==> src/rtl/tlrs_pkg.sv <==
// Constants, register map and carrier types of the test loop and restart supervisor.
// Assumes a single 40 MHz reference clock and an AHB-Lite register bus.
package tlrs_pkg;

    // Reference clock rate and the one-second time base derived from it.
    localparam int unsigned CLK_HZ = 40_000_000;
    localparam int unsigned TICK_S = 1;
    localparam int unsigned TICK_CYCLES = TICK_S * CLK_HZ;
    // Length of one error indicator flash.
    localparam int unsigned FLASH_MS = 100;
    localparam int unsigned FLASH_CYCLES = FLASH_MS * (CLK_HZ / 1000);

    // Restart and pattern timeouts, in seconds.
    typedef logic [5:0] tlrs_sec_t;
    localparam tlrs_sec_t RESTART_STARTUP_S = 6'h32;
    localparam tlrs_sec_t RESTART_DATA_S = 6'h04;
    localparam tlrs_sec_t RESTART_PATTERN_S = 6'h3C;
    localparam tlrs_sec_t RESTART_RDL_S = 6'h3C;
    localparam tlrs_sec_t PAT_TIMEOUT_S = 6'h2D;

    // Pattern generator seed; any non-zero value works.
    localparam logic [8:0] PRBS_SEED = 9'h1FF;

    // Register byte offsets.
    localparam logic [7:0] ADDR_CTRL = 8'h00;
    localparam logic [7:0] ADDR_STATUS = 8'h04;
    localparam logic [7:0] ADDR_ERRCNT = 8'h08;
    localparam logic [15:0] ERRCNT_RST = 16'h0000;

    typedef enum logic [1:0] {LOOP_NONE, LOOP_M1, LOOP_M2} tlrs_loop_e;
    typedef enum logic {LINK_STARTUP, LINK_DATA} tlrs_link_e;

    // Control register: bit 0 loop request, bit 1 pattern request, bit 2 error injection.
    typedef struct packed {
        logic inject;
        logic pat_req;
        logic loop_req;
    } tlrs_ctrl_s;
    localparam tlrs_ctrl_s CTRL_RST = 3'h0;

    // Status register, low bits upward: link up, loop mode, pattern running, timed out,
    // test mode, remote end of a remote digital loop.
    typedef struct packed {
        logic rdl_remote;
        logic test_mode;
        logic pat_timed_out;
        logic pat_active;
        tlrs_loop_e loop_mode;
        logic link_up;
    } tlrs_status_s;

endpackage : tlrs_pkg

==> src/rtl/tlrs_top.sv <==
// Test loop and restart supervisor of a point-to-point line modem.
// Assumes one bit per ref_clk on every data pin, synchronous inputs and an AHB-Lite master.
`timescale 1ns/1ps
`default_nettype none

// What this block does
// While framed packets arrive, assert clear-to-send and carrier detect.
// Without framed packets drop both; restart supervision uses this framing status.
// In data mode restart after 4 s of continuous unframed reception.
// Count only consecutive unframed seconds; start-up restarts after 50 s.
// While the local pattern generator runs, restart timeout becomes 60 s.
// Pattern generator stops 45 s after start, restoring the normal path.
// After pattern timeout blink error indicator until pattern switch returns.
// As remote end of a remote digital loop, restart timeout is 60 s.
// Test pattern goes to the line unframed, after the framer.
// Local loop returns data toward the local DTE.
// Remote loop returns line data to line and also passes it on.
// Local loop request gives mode 1 if link down, mode 2 if up.
// Test modes start from front-panel switches or DTE requests alike.
// Mode 1 loops inside the processor; line data is invalid.
// Releasing mode 1 leaves the unit in start-up to relink.
// Mode 2 loops local data in framer, far-end data in controller.
// Releasing mode 2 returns to data mode with normal paths.
// Mode 1 with pattern loops generator output into the local detector.
// Mode 1 with pattern sends no pattern data to the DTE.
// In mode 2 the local pattern generator is unavailable.
// Error indicator flashes per CRC error, or per pattern bit error.
// Test-mode indicator lights whenever any test mode is active.
// A one-second time base drives restart and pattern timers.
module tlrs_top
    import tlrs_pkg::*;
#(
    parameter int unsigned TICK_CYCLES_P = TICK_CYCLES,
    parameter int unsigned FLASH_CYCLES_P = FLASH_CYCLES
) (
    input wire logic ref_clk,
    input wire logic rst_b,
    input wire logic hsel,
    input wire logic [31:0] haddr,
    input wire logic [1:0] htrans,
    input wire logic hwrite,
    input wire logic [2:0] hsize,
    input wire logic [31:0] hwdata,
    input wire logic hready,
    output logic hreadyout,
    output logic hresp,
    output logic [31:0] hrdata,
    input wire logic frame_ok,
    input wire logic crc_err,
    input wire logic sw_local_loop,
    input wire logic sw_pattern,
    input wire logic dte_local_loop_req,
    input wire logic dte_pattern_req,
    input wire logic remote_digital_loop,
    input wire logic dte_td_bit,
    input wire logic framer_tx_bit,
    input wire logic framer_rd_bit,
    input wire logic line_rx_bit,
    output logic line_tx_bit,
    output logic dte_rd_bit,
    output logic framer_rx_bit,
    output logic framer_dte_loop,
    output logic cts,
    output logic cd,
    output logic line_restart,
    output logic no_signal_indicator,
    output logic error_indicator,
    output logic test_mode_indicator
);

    // Bus interface.
    tlrs_ctrl_s ctrl_reg;
    tlrs_ctrl_s ctrl_next;
    logic wr_pend_reg;
    logic [7:0] wr_addr_reg;
    logic [31:0] rdata_reg;
    logic [15:0] errcnt_reg;
    logic [15:0] errcnt_next;
    // Supervisor state.
    tlrs_link_e link_reg;
    tlrs_link_e link_next;
    tlrs_loop_e loop_reg;
    tlrs_loop_e loop_next;
    logic [31:0] tick_cnt_reg;
    logic tick_reg;
    tlrs_sec_t unfr_sec_reg;
    tlrs_sec_t pat_sec_reg;
    logic pat_active_reg;
    logic pat_timed_out_reg;
    logic loop_req_d_reg;
    logic pat_req_d_reg;
    logic restart_reg;
    logic cts_reg;
    logic [8:0] gen_sr_reg;
    logic [8:0] det_sr_reg;
    logic [3:0] det_fill_reg;
    logic [31:0] flash_cnt_reg;
    logic blink_reg;
    logic err_ind_reg;
    logic tm_reg;
    logic line_tx_reg;
    logic dte_rd_reg;
    logic framer_rx_reg;
    logic fr_loop_reg;

    // Bus decode.
    wire bus_take = hsel && hready && htrans[1];
    wire rd_take = bus_take && !hwrite;
    wire wr_take = bus_take && hwrite;
    wire [7:0] take_addr = haddr[7:0];
    wire wr_ctrl = wr_pend_reg && (wr_addr_reg == ADDR_CTRL);
    wire wr_errcnt = wr_pend_reg && (wr_addr_reg == ADDR_ERRCNT);

    // switch or DTE
    wire loop_req = sw_local_loop || dte_local_loop_req || ctrl_reg.loop_req;
    wire pat_req = sw_pattern || dte_pattern_req || ctrl_reg.pat_req;
    wire loop_rise = loop_req && !loop_req_d_reg;
    // no generator in mode 2
    wire pat_start = pat_req && !pat_req_d_reg && (loop_reg != LOOP_M2) && !pat_timed_out_reg;

    tlrs_status_s status;
    assign status = '{rdl_remote: remote_digital_loop, test_mode: tm_reg,
                      pat_timed_out: pat_timed_out_reg, pat_active: pat_active_reg,
                      loop_mode: loop_reg, link_up: (link_reg == LINK_DATA)};

    wire [31:0] rd_mux = (take_addr == ADDR_CTRL) ? {29'h0000_0000, ctrl_reg} :
                         (take_addr == ADDR_STATUS) ? {25'h000_0000, status} :
                         (take_addr == ADDR_ERRCNT) ? {16'h0000, errcnt_reg} : 32'h0000_0000;

    // start-up limit
    // pattern limit
    // remote-end limit
    // data mode limit
    wire tlrs_sec_t restart_limit = pat_active_reg ? RESTART_PATTERN_S :
                                    remote_digital_loop ? RESTART_RDL_S :
                                    (link_reg == LINK_STARTUP) ? RESTART_STARTUP_S :
                                    RESTART_DATA_S;
    // unframed time judges the link
    wire restart_now = tick_reg && !frame_ok && (unfr_sec_reg == restart_limit - 6'h01);

    // pattern inserted after framer
    wire [8:0] gen_next = {gen_sr_reg[7:0], gen_sr_reg[8] ^ gen_sr_reg[4]};
    wire gen_bit = gen_sr_reg[8] ^ (ctrl_reg.inject && tick_reg);
    // mode 1 pattern back to detector
    wire det_in = (loop_reg == LOOP_M1) ? gen_bit : line_rx_bit;
    wire det_err = pat_active_reg && (det_fill_reg == 4'h9) &&
                   (det_in != (det_sr_reg[8] ^ det_sr_reg[4]));
    // flash per error event
    wire flash_evt = det_err || (crc_err && !pat_active_reg);

    // remote loop returns line data
    // far-end data returned here
    wire line_tx_next = (remote_digital_loop || loop_reg == LOOP_M2) ? line_rx_bit :
                        (pat_active_reg && loop_reg == LOOP_NONE) ? gen_bit : framer_tx_bit;
    // local loop toward DTE
    // loop inside processor
    // pattern never to DTE
    wire dte_rd_next = (loop_reg != LOOP_M1) ? framer_rd_bit :
                       pat_active_reg ? 1'b1 : dte_td_bit;
    wire framer_rx_next = (loop_reg == LOOP_M1) ? 1'b1 : line_rx_bit;

    // mode by link state
    // mode 1 release stays in start-up
    // mode 2 release keeps data mode
    assign loop_next = !loop_req ? LOOP_NONE :
                       (loop_rise && loop_reg == LOOP_NONE) ?
                       ((link_reg == LINK_DATA) ? LOOP_M2 : LOOP_M1) : loop_reg;
    assign link_next = restart_now ? LINK_STARTUP :
                       (frame_ok && loop_reg != LOOP_M1) ? LINK_DATA : link_reg;
    assign ctrl_next = wr_ctrl ? tlrs_ctrl_s'(hwdata[2:0]) : ctrl_reg;
    assign errcnt_next = det_err ? (errcnt_reg + 16'h0001) :
                         wr_errcnt ? ERRCNT_RST : errcnt_reg;

    // AHB-Lite slave: zero wait states, always OKAY.
    always_ff @(posedge ref_clk or negedge rst_b) begin
        if (!rst_b) begin
            wr_pend_reg <= 1'b0;
            wr_addr_reg <= 8'h00;
            rdata_reg <= 32'h0000_0000;
            ctrl_reg <= CTRL_RST;
            errcnt_reg <= ERRCNT_RST;
        end else begin
            wr_pend_reg <= wr_take;
            wr_addr_reg <= take_addr;
            if (rd_take) begin
                rdata_reg <= rd_mux;
            end
            ctrl_reg <= ctrl_next;
            errcnt_reg <= errcnt_next;
        end
    end

    // one-second time base
    always_ff @(posedge ref_clk or negedge rst_b) begin
        if (!rst_b) begin
            tick_cnt_reg <= 32'h0000_0000;
            tick_reg <= 1'b0;
        end else begin
            tick_reg <= (tick_cnt_reg == TICK_CYCLES_P - 1);
            tick_cnt_reg <= (tick_cnt_reg == TICK_CYCLES_P - 1) ? 32'h0000_0000 :
                            tick_cnt_reg + 32'h0000_0001;
        end
    end

    // consecutive unframed seconds
    always_ff @(posedge ref_clk or negedge rst_b) begin
        if (!rst_b) begin
            unfr_sec_reg <= 6'h00;
            restart_reg <= 1'b0;
            link_reg <= LINK_STARTUP;
            loop_reg <= LOOP_NONE;
            loop_req_d_reg <= 1'b0;
        end else begin
            restart_reg <= restart_now;
            link_reg <= link_next;
            loop_reg <= loop_next;
            loop_req_d_reg <= loop_req;
            if (frame_ok || restart_now) begin
                unfr_sec_reg <= 6'h00;
            end else if (tick_reg) begin
                unfr_sec_reg <= unfr_sec_reg + 6'h01;
            end
        end
    end

    // pattern timeout
    // blink until switch released
    always_ff @(posedge ref_clk or negedge rst_b) begin
        if (!rst_b) begin
            pat_active_reg <= 1'b0;
            pat_timed_out_reg <= 1'b0;
            pat_sec_reg <= 6'h00;
            pat_req_d_reg <= 1'b0;
        end else begin
            pat_req_d_reg <= pat_req;
            if (pat_start) begin
                pat_active_reg <= 1'b1;
                pat_sec_reg <= 6'h00;
            end else if (!pat_req || loop_reg == LOOP_M2) begin
                pat_active_reg <= 1'b0;
            end else if (pat_active_reg && tick_reg) begin
                pat_sec_reg <= pat_sec_reg + 6'h01;
                if (pat_sec_reg == PAT_TIMEOUT_S - 6'h01) begin
                    pat_active_reg <= 1'b0;
                    pat_timed_out_reg <= 1'b1;
                end
            end
            if (!pat_req) begin
                pat_timed_out_reg <= 1'b0;
            end
        end
    end

    // Pattern generator and self-synchronising detector.
    always_ff @(posedge ref_clk or negedge rst_b) begin
        if (!rst_b) begin
            gen_sr_reg <= PRBS_SEED;
            det_sr_reg <= 9'h000;
            det_fill_reg <= 4'h0;
        end else begin
            gen_sr_reg <= gen_next;
            det_sr_reg <= {det_sr_reg[7:0], det_in};
            if (!pat_active_reg) begin
                det_fill_reg <= 4'h0;
            end else if (det_fill_reg != 4'h9) begin
                det_fill_reg <= det_fill_reg + 4'h1;
            end
        end
    end

    // error flash
    // test-mode indicator
    always_ff @(posedge ref_clk or negedge rst_b) begin
        if (!rst_b) begin
            flash_cnt_reg <= 32'h0000_0000;
            blink_reg <= 1'b0;
            err_ind_reg <= 1'b0;
            tm_reg <= 1'b0;
        end else begin
            if (flash_evt) begin
                flash_cnt_reg <= FLASH_CYCLES_P - 32'h0000_0001;
            end else if (flash_cnt_reg != 32'h0000_0000) begin
                flash_cnt_reg <= flash_cnt_reg - 32'h0000_0001;
            end
            if (tick_reg) begin
                blink_reg <= !blink_reg;
            end
            err_ind_reg <= pat_timed_out_reg ? blink_reg :
                           (flash_evt || flash_cnt_reg != 32'h0000_0000);
            tm_reg <= (loop_reg != LOOP_NONE) || pat_active_reg || pat_timed_out_reg ||
                      remote_digital_loop;
        end
    end

    // framing drives CTS and CD
    always_ff @(posedge ref_clk or negedge rst_b) begin
        if (!rst_b) begin
            cts_reg <= 1'b0;
            line_tx_reg <= 1'b1;
            dte_rd_reg <= 1'b1;
            framer_rx_reg <= 1'b1;
            fr_loop_reg <= 1'b0;
        end else begin
            cts_reg <= frame_ok;
            line_tx_reg <= line_tx_next;
            dte_rd_reg <= dte_rd_next;
            framer_rx_reg <= framer_rx_next;
            fr_loop_reg <= (loop_next == LOOP_M2);
        end
    end

    assign hreadyout = 1'b1;
    assign hresp = 1'b0;
    assign hrdata = rdata_reg;
    assign line_tx_bit = line_tx_reg;
    assign dte_rd_bit = dte_rd_reg;
    assign framer_rx_bit = framer_rx_reg;
    assign framer_dte_loop = fr_loop_reg;
    assign cts = cts_reg;
    assign cd = cts_reg;
    assign line_restart = restart_reg;
    assign no_signal_indicator = (link_reg == LINK_STARTUP);
    assign error_indicator = err_ind_reg;
    assign test_mode_indicator = tm_reg;

    chk_cts_follows_frame: assert property (@(posedge ref_clk) disable iff (!rst_b)
        frame_ok |=> (cts && cd)) else $error("cts or cd not raised after framed input");
    chk_cts_drops_unframed: assert property (@(posedge ref_clk) disable iff (!rst_b)
        !frame_ok |=> (!cts && !cd)) else $error("cts or cd held without framing");
    chk_data_restart_4s: assert property (@(posedge ref_clk) disable iff (!rst_b)
        (link_reg == LINK_DATA && !pat_active_reg && !remote_digital_loop && tick_reg &&
         !frame_ok && unfr_sec_reg == 6'h03) |=> (line_restart && no_signal_indicator))
        else $error("data mode did not restart at 4 s");
    chk_startup_restart_50s: assert property (@(posedge ref_clk) disable iff (!rst_b)
        (line_restart && $past(link_reg) == LINK_STARTUP && !$past(pat_active_reg) &&
         !$past(remote_digital_loop)) |-> $past(unfr_sec_reg) == 6'h31)
        else $error("start-up restart not at 50 s");
    chk_pattern_restart_60s: assert property (@(posedge ref_clk) disable iff (!rst_b)
        (line_restart && $past(pat_active_reg)) |-> $past(unfr_sec_reg) == 6'h3B)
        else $error("pattern restart not at 60 s");
    chk_rdl_restart_60s: assert property (@(posedge ref_clk) disable iff (!rst_b)
        (line_restart && $past(remote_digital_loop)) |-> $past(unfr_sec_reg) == 6'h3B)
        else $error("remote-end restart not at 60 s");
    chk_pattern_stop_45s: assert property (@(posedge ref_clk) disable iff (!rst_b)
        (pat_active_reg && pat_req && loop_reg != LOOP_M2 && tick_reg &&
         pat_sec_reg == 6'h2C) |=> (!pat_active_reg && pat_timed_out_reg))
        else $error("pattern did not stop at 45 s");
    chk_blink_until_off: assert property (@(posedge ref_clk) disable iff (!rst_b)
        (pat_timed_out_reg && pat_req) |=> pat_timed_out_reg)
        else $error("timeout blink ended while pattern switch on");
    chk_mode2_no_gen: assert property (@(posedge ref_clk) disable iff (!rst_b)
        (loop_reg == LOOP_M2) |=> !pat_active_reg) else $error("generator ran in mode 2");
    chk_mode1_dte_return: assert property (@(posedge ref_clk) disable iff (!rst_b)
        (loop_reg == LOOP_M1 && !pat_active_reg) |=> (dte_rd_bit == $past(dte_td_bit)))
        else $error("mode 1 did not return DTE data");
    chk_remote_line_return: assert property (@(posedge ref_clk) disable iff (!rst_b)
        remote_digital_loop |=> (line_tx_bit == $past(line_rx_bit)))
        else $error("remote loop did not return line data");
    chk_mode1_dte_blank: assert property (@(posedge ref_clk) disable iff (!rst_b)
        (loop_reg == LOOP_M1 && pat_active_reg) |=> dte_rd_bit)
        else $error("pattern data reached the DTE");
    chk_pattern_on_line: assert property (@(posedge ref_clk) disable iff (!rst_b)
        (pat_active_reg && loop_reg == LOOP_NONE && !remote_digital_loop) |=>
        (line_tx_bit == $past(gen_bit))) else $error("pattern not sent on the line");
    chk_loop_mode_pick: assert property (@(posedge ref_clk) disable iff (!rst_b)
        (loop_rise && loop_reg == LOOP_NONE) |=>
        (loop_reg == (($past(link_reg) == LINK_DATA) ? LOOP_M2 : LOOP_M1)))
        else $error("wrong local loop mode chosen");

endmodule : tlrs_top

`default_nettype wire

==> config.mk <==
export PLATFORM = sky130hd
export DESIGN_NAME = tlrs_top
export DESIGN_NICKNAME = d
export VERILOG_FILES = /design/src/rtl/tlrs_pkg.sv /design/src/rtl/tlrs_top.sv
export SDC_FILE = /design/constraint.sdc
export NUM_CORES = 1
export LEC_CHECK = 0
export BUFFER_PORTS_ARGS = -buffer_cell sky130_fd_sc_hd__buf_2
export CAP_MARGIN = 20
export CORE_AREA = 2 2 161 124
export DETAILED_ROUTE_END_ITERATION = 7
export DIE_AREA = 0 0 163 126
export PLACE_DENSITY_LB_ADDON = 0.3
export SLEW_MARGIN = 25
export SYNTH_ARGS = -nofsm -noshare
export SYNTH_HDL_FRONTEND = slang
export SYNTH_SLANG_ARGS = --single-unit
==> constraint.sdc <==
create_clock -name ref_clk -period 6.07 [get_ports ref_clk]
set_clock_uncertainty 0.1 [all_clocks]
set_input_delay 1.214 -clock ref_clk [delete_from_list [all_inputs] [get_ports ref_clk]]
set_output_delay 1.214 -clock ref_clk [all_outputs]
set_load 0.03 [all_outputs]
* Yosys cells after proc, flatten, opt, wreduce, memory -nomap -nowiden
Index checks and enable logic that the tools add are counted.
** Operators by class
- Bitwise gates (word level) :: 4
- Add/subtract/negate cells :: 7
- Multiplexer cells :: 39
- Eq/ne operators :: 20
- Reduce and logical (&&, ||, !) cells :: 55
** Operators by type and width (count)
- $mux W32 :: 3
- $mux W16 :: 5
- $mux W6 :: 8
- $add A32 B1 Y32 const B :: 1
- $eq A32 B26 Y1 const B :: 1
- $reduce_bool A32 Y1 :: 1
- $sub A32 B1 Y32 const B :: 1
- $logic_and A1 B1 Y1 :: 20
- $mux W1 :: 18
- $add A16 B1 Y16 const B :: 1
- $eq A8 B4 Y1 const B :: 2
- $logic_not A8 Y1 :: 2
- $add A6 B1 Y6 const B :: 2
- $logic_or A1 B1 Y1 :: 12
- $reduce_bool A2 Y1 :: 6
- $eq A8 B3 Y1 const B :: 1
- $logic_not A1 Y1 :: 8
- $mux W4 :: 2
- $ne A2 B1 Y1 const B :: 4
- $ne A2 B2 Y1 const B :: 4
- $eq A6 B6 Y1 :: 1
- $eq A6 B6 Y1 const B :: 1
- $mux W2 :: 3
- $reduce_bool A3 Y1 :: 2
- other kinds (12) :: 16
** Storage, ports and cells
- Register bits :: 175
- Input port bits :: 85
- Output and inout port bits :: 44
- Word-level logic and storage cells :: 155

* Longest topological paths before layout
Gate-level depths: netlist (run 1).
- Depth in word-level cells :: 8
- Gate-level depth with buffers :: 9
- Depth with buffers taken out :: 9

* Worst setup path before layout (run 1)
Ideal clock, no wire load.
- Kind :: in2reg
- From :: input port remote_digital_loop
- To :: register unfr_sec_reg[1]
- Arrival :: 3.068 ns
- Data required time :: 5.849 ns
- Path buffers :: 0
- Stages on the path :: 9
- Slack :: 2.781 ns
- Path through :: nor2_1 nand2_1 inv_1 ha_1 xnor2_1 or4_1 a2111oi_1 or2_1 nor2_1
** Between the ends
- Longest elaborated chain between the ends :: 7
- Elaborated cells on any way between the ends :: 8
- Those cells by class :: add/sub: 1; eq/ne: 1; mux: 3; reduce/logical: 3
** RTL lines
- start: declaration :: RTL line tlrs_top.sv:54 : input wire logic remote_digital_loop,
- $mux W6 (*) :: RTL line tlrs_top.sv:135 : remote_digital_loop ? RESTART_RDL_S :
- $mux W6 (*) :: RTL line tlrs_top.sv:134 : wire tlrs_sec_t restart_limit = pat_active_reg ? RESTART_PATTERN_S :
- $sub A6 B1 Y6 (*) :: RTL line tlrs_top.sv:139 : wire restart_now = tick_reg && !frame_ok && (unfr_sec_reg == restart_limit - 6'h01);
- $eq A6 B6 Y1 (*) :: RTL line tlrs_top.sv:139
- $logic_and A1 B1 Y1 (*) :: RTL line tlrs_top.sv:139
- named net restart_now :: RTL line tlrs_top.sv:139
- $logic_or A1 B1 Y1 (*) :: RTL line tlrs_top.sv:218 : if (frame_ok || restart_now) begin
- $mux W6 or $reduce_bool A2 Y1 (tied branches)
- end signal: assignment :: RTL line tlrs_top.sv:221 : unfr_sec_reg <= unfr_sec_reg + 6'h01;
- end: declaration :: RTL line tlrs_top.sv:86 : tlrs_sec_t unfr_sec_reg;
Mark *: on every way through the listed nets, which the timed path passes. The rest lies on a longest branch.
A chain may end at the register's enable or synchronous reset.

* Final worst setup path (run 1)
- From :: input port hwrite
- To :: register rdata_reg[15] (netlist: hrdata[15])
** Between the ends
- Longest elaborated chain between the ends :: 2
** RTL lines
- start: declaration :: RTL line tlrs_top.sv:41 : input wire logic hwrite,
- $logic_not A1 Y1 :: RTL line tlrs_top.sv:108 : wire rd_take = bus_take && !hwrite;
- $logic_and A1 B1 Y1 :: RTL line tlrs_top.sv:108
- end signal: assignment :: RTL line tlrs_top.sv:186 : rdata_reg <= rd_mux;
- end: declaration :: RTL line tlrs_top.sv:76 : logic [31:0] rdata_reg;
Every way passes these cells.

==> results_dict.tcl, run 1 <==
set metrics [dict create \
    io_buffers 53 \
    grt_pass1_wl_um 25900 \
    final.setup.tns_ns 0 \
    root_buffer "clkbuf_16" \
    ys_seq_elements 159 \
    start_kind "primary input" \
    reg2reg_from "tick_reg" \
    fillers 1761 \
    wl_per_cell_um 15.3 \
    ys_seq_area_share_pct 53.4 \
    drive_gt1_share_pct 16.9 \
    dp_slack_ns 2.19 \
    cpPeakStageDelay_ns 0.97 \
    drc 0 \
    post_cts_buffers 0 \
    cts_tree "built" \
    grtUsageTotal_pct 15.9 \
    fin_ws_ns 2.61 \
    hold_class "flip-flop to flip-flop" \
    vias 5247 \
    hold_violations 0 \
    ys.flop_type "dfrtp_1" \
    core_um2 19000 \
    power_density_nw_per_um2 280 \
    cp_cell_sequence "buf_2 > nand4b_1 > or4_1 > nor3b_4 > a22o_1" \
    fmax_ghz 0.289 \
    drtAntennaViolNets 0 \
    rsz0062_at_grt "false" \
    max_slew.worst_pin.slew_ns 0.986 \
    finalSetupViolations 0 \
    globalplace.congestion 0.754 \
    grt_pass1_vias 4872 \
    place_hpwl_um 10700 \
    relSlewSlack_pct 34.0 \
    utilization_pct 45.2 \
    max-cap-violations 0 \
    p_leak_nw 3.76 \
    area_growth_pct 14.8 \
    cts_resized 0 \
    ys_warn_count 0 \
    crit_start "hwrite" \
    overflow 0 \
    clk_latency_ns 0.41 \
    worstPathMaxFanout 17 \
    ir_drop_uv 177 \
    fin_crit_sh_pct 57.0 \
    drt_iter0_markers 332 \
    min_period_ns 3.46 \
    synth_enable_flop_cells 0 \
    wl_um 15600 \
    drv_slew 0 \
    outcome "finished clean" \
    path_clk_slew_ns 0.06 \
    cts_num_sinks 159 \
    cts-buffers-inserted 17 \
    min_from "det_sr_reg[3]" \
    diodes 0 \
    async_flop_share_pct 100 \
    ctsHoldBuffers 0 \
    endpoint_kind "flip-flop" \
    cp.arrival_ns 3.71 \
    grt_max_degree 70 \
    synth_area_per_cell_um2 10.7 \
    synth_cell_type_count 63 \
    start_util_pct 39.4 \
    cts-htree-levels 4 \
    cp_slowest_cell "or4_1" \
    first_pass_iters 5 \
    via_per_inst 5.16 \
    critPathBufInv 1 \
    synthCells 699 \
    fin_nets 846 \
    die_x_um 163 \
    num_rows 44 \
    path_delay_family "simple AND/OR/NAND/NOR gates" \
    clockBufferDepth 2 \
    whs_ns 0.250 \
    dieArea_um2 20500 \
    die_h_um 126 \
    ioPinCount 129 \
    synth_area_um2 7480 \
    antenna_found_initial 1 \
    cp_data_required_time_ns 6.32 \
    critPathKind "primary input to flip-flop" \
]
==> worst paths after layout <==
path | endpoint | slack, ns | cells past startpoint
max | hrdata[15] | 2.61 | 5
min | det_sr_reg[4] | 0.25 | 0
max reg2reg | flash_cnt_reg[26] | 2.78 | 5
min reg2reg | det_sr_reg[4] | 0.25 | 0
max in group asynchronous | errcnt_reg[14] | 4.05 | 2
min in group asynchronous | unfr_sec_reg[0] | 0.69 | 1
==> cell usage after synthesis, types with 3 or more instances <==
master,n,area (um^2)
o211ai_1,9,67.6
and3_1,22,138
buf_2,8,40.0
nor2b_1,8,50.1
o21ai_0,13,65.1
o31ai_1,3,22.5
a221o_1,10,100
nand4_1,18,113
inv_1,17,63.8
o21ai_1,3,15.0
mux2i_1,7,70.1
nor4_4,4,85.1
a22oi_1,4,30.0
nand2b_1,9,56.3
a211oi_1,3,22.5
and2_1,3,18.8
nor2_2,4,25.0
or4_4,3,33.8
nand2_1,62,233
a31oi_1,4,25.0
clkbuf_1,10,37.5
or3_1,11,68.8
nor2_1,72,270
or4_1,8,60.1
xor2_1,28,245
dfrtp_1,147,3680
xnor2_1,38,333
nand3_1,20,100
a21oi_1,16,80.1
nor4b_1,3,26.3
or2_2,3,18.8
or2_1,3,18.8
ha_1,10,125
nor4_1,8,50.1
mux2_2,4,45.0
nor3_1,21,105
a22o_1,9,78.8
buf_4,21,158
and4_1,6,52.6
nand4b_1,5,43.8
dfstp_2,12,315
==> power breakdown <==
part	leakage, nW	internal (mW)	switching, mW
Sequential	2.02	1.08	0.0199
Clock	0.317	0.756	0.432
Combinational	1.43	0.0318	0.0830
==> per-layer routing <==
metal / track usage [%] / vias up / share of wire [%]
li1: - / 2557 / -
met1: 24.6 / 2575 / 53
met2: 22.6 / 100 / 42
met3: 3.49 / 13 / 4.0
met4: 3.90 / 2 / 0.95
met5: 0 / - / 0.045
==> stage by stage <==
step | instance area (um^2) | total power, mW | cells
5_1_grt | 8590 | 2.49 | 1017
6_report | 8590 | 2.40 | 1017
3_3_place_gp | 7920 | 1.24 | 985
2_1_floorplan | 7540 | 1.19 | 715
4_1_cts | 8590 | 2.43 | 1017
3_5_place_dp | 7930 | 1.24 | 985
==> cells by family after synthesis <==
| group | Yosys count | share of synthesized area [%] |
|---|---|---|
| compound gates | 91 | 9.02 |
| xor+xnor | 66 | 7.73 |
| fa+ha+maj | 10 | 1.67 |
| buf+inv | 57 | 4.15 |
| flops | 159 | 53.4 |
| mux | 11 | 1.54 |
| other cells | 2 | 0.100 |
| simple gates | 303 | 22.4 |
==> layout by cell type, fill, tap and decap left out, types with 18 or more instances in the layout <==
cell type	count
nand2_1	62
xor2_1	28
nor2_1	72
nand4_1	18
buf_2	52
and3_1	22
nor3_1	21
conb_1	18
nand3_1	20
xnor2_1	38
dfrtp_1	147
==> worst register-to-register path, delay by kind of cell (launching register included) <==
family             cells  cell delay (ns)
AOI/OAI and AO/OA      2             1.01
DFF                    1             0.61
and+or+nand+nor        3             1.43
==> area by class of cell <==
type	count	area [um^2]	area share, %
Sequential cell	159	3990	46.5
Multi-Input combinational cell	499	3250	37.8
Clock buffer	20	457	5.32
Tap cell	253	317	3.69
Timing Repair Buffer	57	302	3.51
Clock inverter	12	205	2.39
Inverter	17	63.8	0.743
Power figures use the tool's default switching activity.
==> inputs of run 2 (changes only) <==
==> constraint.sdc (replaced) <==
create_clock -name ref_clk -period 2.8 [get_ports ref_clk]
set_clock_uncertainty 0.1 [all_clocks]
set_input_delay 0.56 -clock ref_clk [delete_from_list [all_inputs] [get_ports ref_clk]]
set_output_delay 0.56 -clock ref_clk [all_outputs]
set_load 0.03 [all_outputs]
==> run 2 against run 1 <==
Cell count grew 2.6%. Global-route usage is 0.76 points higher. Register-to-register slack lost 2.5 ns. Combinational power rose by 140%. Sequential cell count did not move. Clock power grew 120%. First-iteration DRC count is 15% higher. Die area stayed put. Critical endpoint is now unfr_sec_reg[4]. Worst hold slack worse by 0.24 ns. Critical path depth up 4. Non-clock buffer count rose by 26.
==> results_dict.tcl, run 2 (synthesis results as in run 1) <==
set metrics [dict create \
    grt_pass1_vias 5079 \
    core_um2 19000 \
    finalSetupViolations 0 \
    clockBufferDepth 2 \
    design_power_total_mw 5.22 \
    r2r-end "unfr_sec_reg[4]" \
    place_hpwl_um 11200 \
    wl_um 15900 \
    fillers 1771 \
    diodes 0 \
    die_h_um 126 \
    seqCellArea_um2 3990 \
    critPathKind "flip-flop to flip-flop" \
    rrSetupSlack_ns 0.31 \
    min_period_ns 2.49 \
    outcome "finished clean" \
    overflow 0 \
    fin_ws_ns 0.308 \
    vias 5332 \
    endpoint_kind "flip-flop" \
    ctsHoldBuffers 0 \
    fmax_ghz 0.401 \
    cts_num_sinks 159 \
    start_kind "flip-flop" \
    dp_slack_ns 0.0247 \
    p_leak_nw 3.90 \
    final.setup.tns_ns 0 \
    via_per_inst 5.11 \
    drive_gt1_share_pct 19.6 \
    num_rows 44 \
    cp.arrival_ns 2.70 \
    fin_nets 872 \
    max-cap-violations 0 \
    rr_worst_depth 9 \
    root_buffer "clkbuf_16" \
    grtUsageTotal_pct 16.7 \
    cts_tree "built" \
    cts-htree-levels 4 \
    whs_ns 0.00867 \
    path_clk_slew_ns 0.06 \
    max_slew.worst_pin.slew_ns 0.764 \
    first_pass_iters 5 \
    cp_data_required_time_ns 3.00 \
    clk_latency_ns 0.43 \
    most-common-layout-cells "dfrtp_1 (147), nor2_1 (72), nand2_1 (62)" \
    globalplace.congestion 0.793 \
    fin_crit_sh_pct 89.0 \
    cts-buffers-inserted 17 \
    area_growth_pct 17.4 \
    grt_pass1_wl_um 26700 \
    worstPathMaxFanout 5 \
    wl_per_cell_um 15.2 \
    ioPinCount 129 \
    io_buffers 53 \
    rsz0062_at_grt "false" \
    multiInputGateArea_um2 3250 \
    drv_slew 0 \
    hold_class "primary input to asynchronous set/reset pin" \
    ir_drop_uv 424 \
    power_density_nw_per_um2 594 \
    hold_violations 0 \
    antenna_found_initial 1 \
    layout_commonest_cell "dfrtp_1" \
    drt_iter0_markers 383 \
    grt_max_degree 60 \
    drtAntennaViolNets 0 \
    start_util_pct 39.4 \
    relSlewSlack_pct 48.6 \
    drc 0 \
    die_x_um 163 \
    reg2reg_from "pat_active_reg" \
    post_cts_buffers 0 \
    dieArea_um2 20500 \
]
run 2: layer usage:
layer	share of wire, %	up-vias	global-route usage (%)
li1	-	2614	-
met4	1.2	2	6.09
met1	52	2619	25.5
met5	0.069	-	0
met3	3.6	14	3.39
met2	43	83	23.3
run 2: layout make-up:
cell class,count,area share [%]
flip-flops and latches,159,45.5
multi-input cells,499,37.0
repair buffers,83,5.80
clock buffers,19,5.04
well taps,253,3.60
clock inverters,13,2.41
inverters,17,0.726
run 2: metrics by stage:
stage | std cells | util (%) | cell area (um^2)
final | 1043 | 46.3 | 8790
after global routing | 1043 | 46.3 | 8790
after CTS | 1043 | 46.2 | 8780
after detailed placement | 1011 | 42.8 | 8130
after global placement | 1011 | 42.8 | 8130
after floorplan | 715 | - | 7540
run 2: how the worst max path moves through the flow:
stage	slack, ns	start	end
floorplan	0.16	remote_digital_loop	unfr_sec_reg[1]
global placement	0.06	remote_digital_loop	unfr_sec_reg[1]
detailed placement	0.02	remote_digital_loop	unfr_sec_reg[5]
CTS	0.19	pat_active_reg	unfr_sec_reg[2]
global route	0.1	pat_active_reg	unfr_sec_reg[4]
finish	0.31	pat_active_reg	unfr_sec_reg[4]
run 2: power breakdown:
| part | total, mW | switching, mW | internal, mW |
|---|---|---|---|
| sequential | 2.38 | 0.0374 | 2.34 |
| clock | 2.56 | 0.953 | 1.61 |
| combinational | 0.275 | 0.192 | 0.0834 |
| total | 5.22 | 1.18 | 4.04 |
run 2: critical path: stages, from the launching register on:
cell       delay [ns]
dfrtp_1          0.38
nor2_1           0.14
nand2_1          0.10
inv_1            0.10
ha_1             0.24
xnor2_1          0.12
or4_1            0.44
a2111oi_2        0.43
or2_1            0.26
nor2_1           0.07
run 2: timing repair:
action                     in CTS  in global routing
hold endpoints to repair        0                  0
gates resized for setup         0                  1
setup endpoints to repair       0                  5
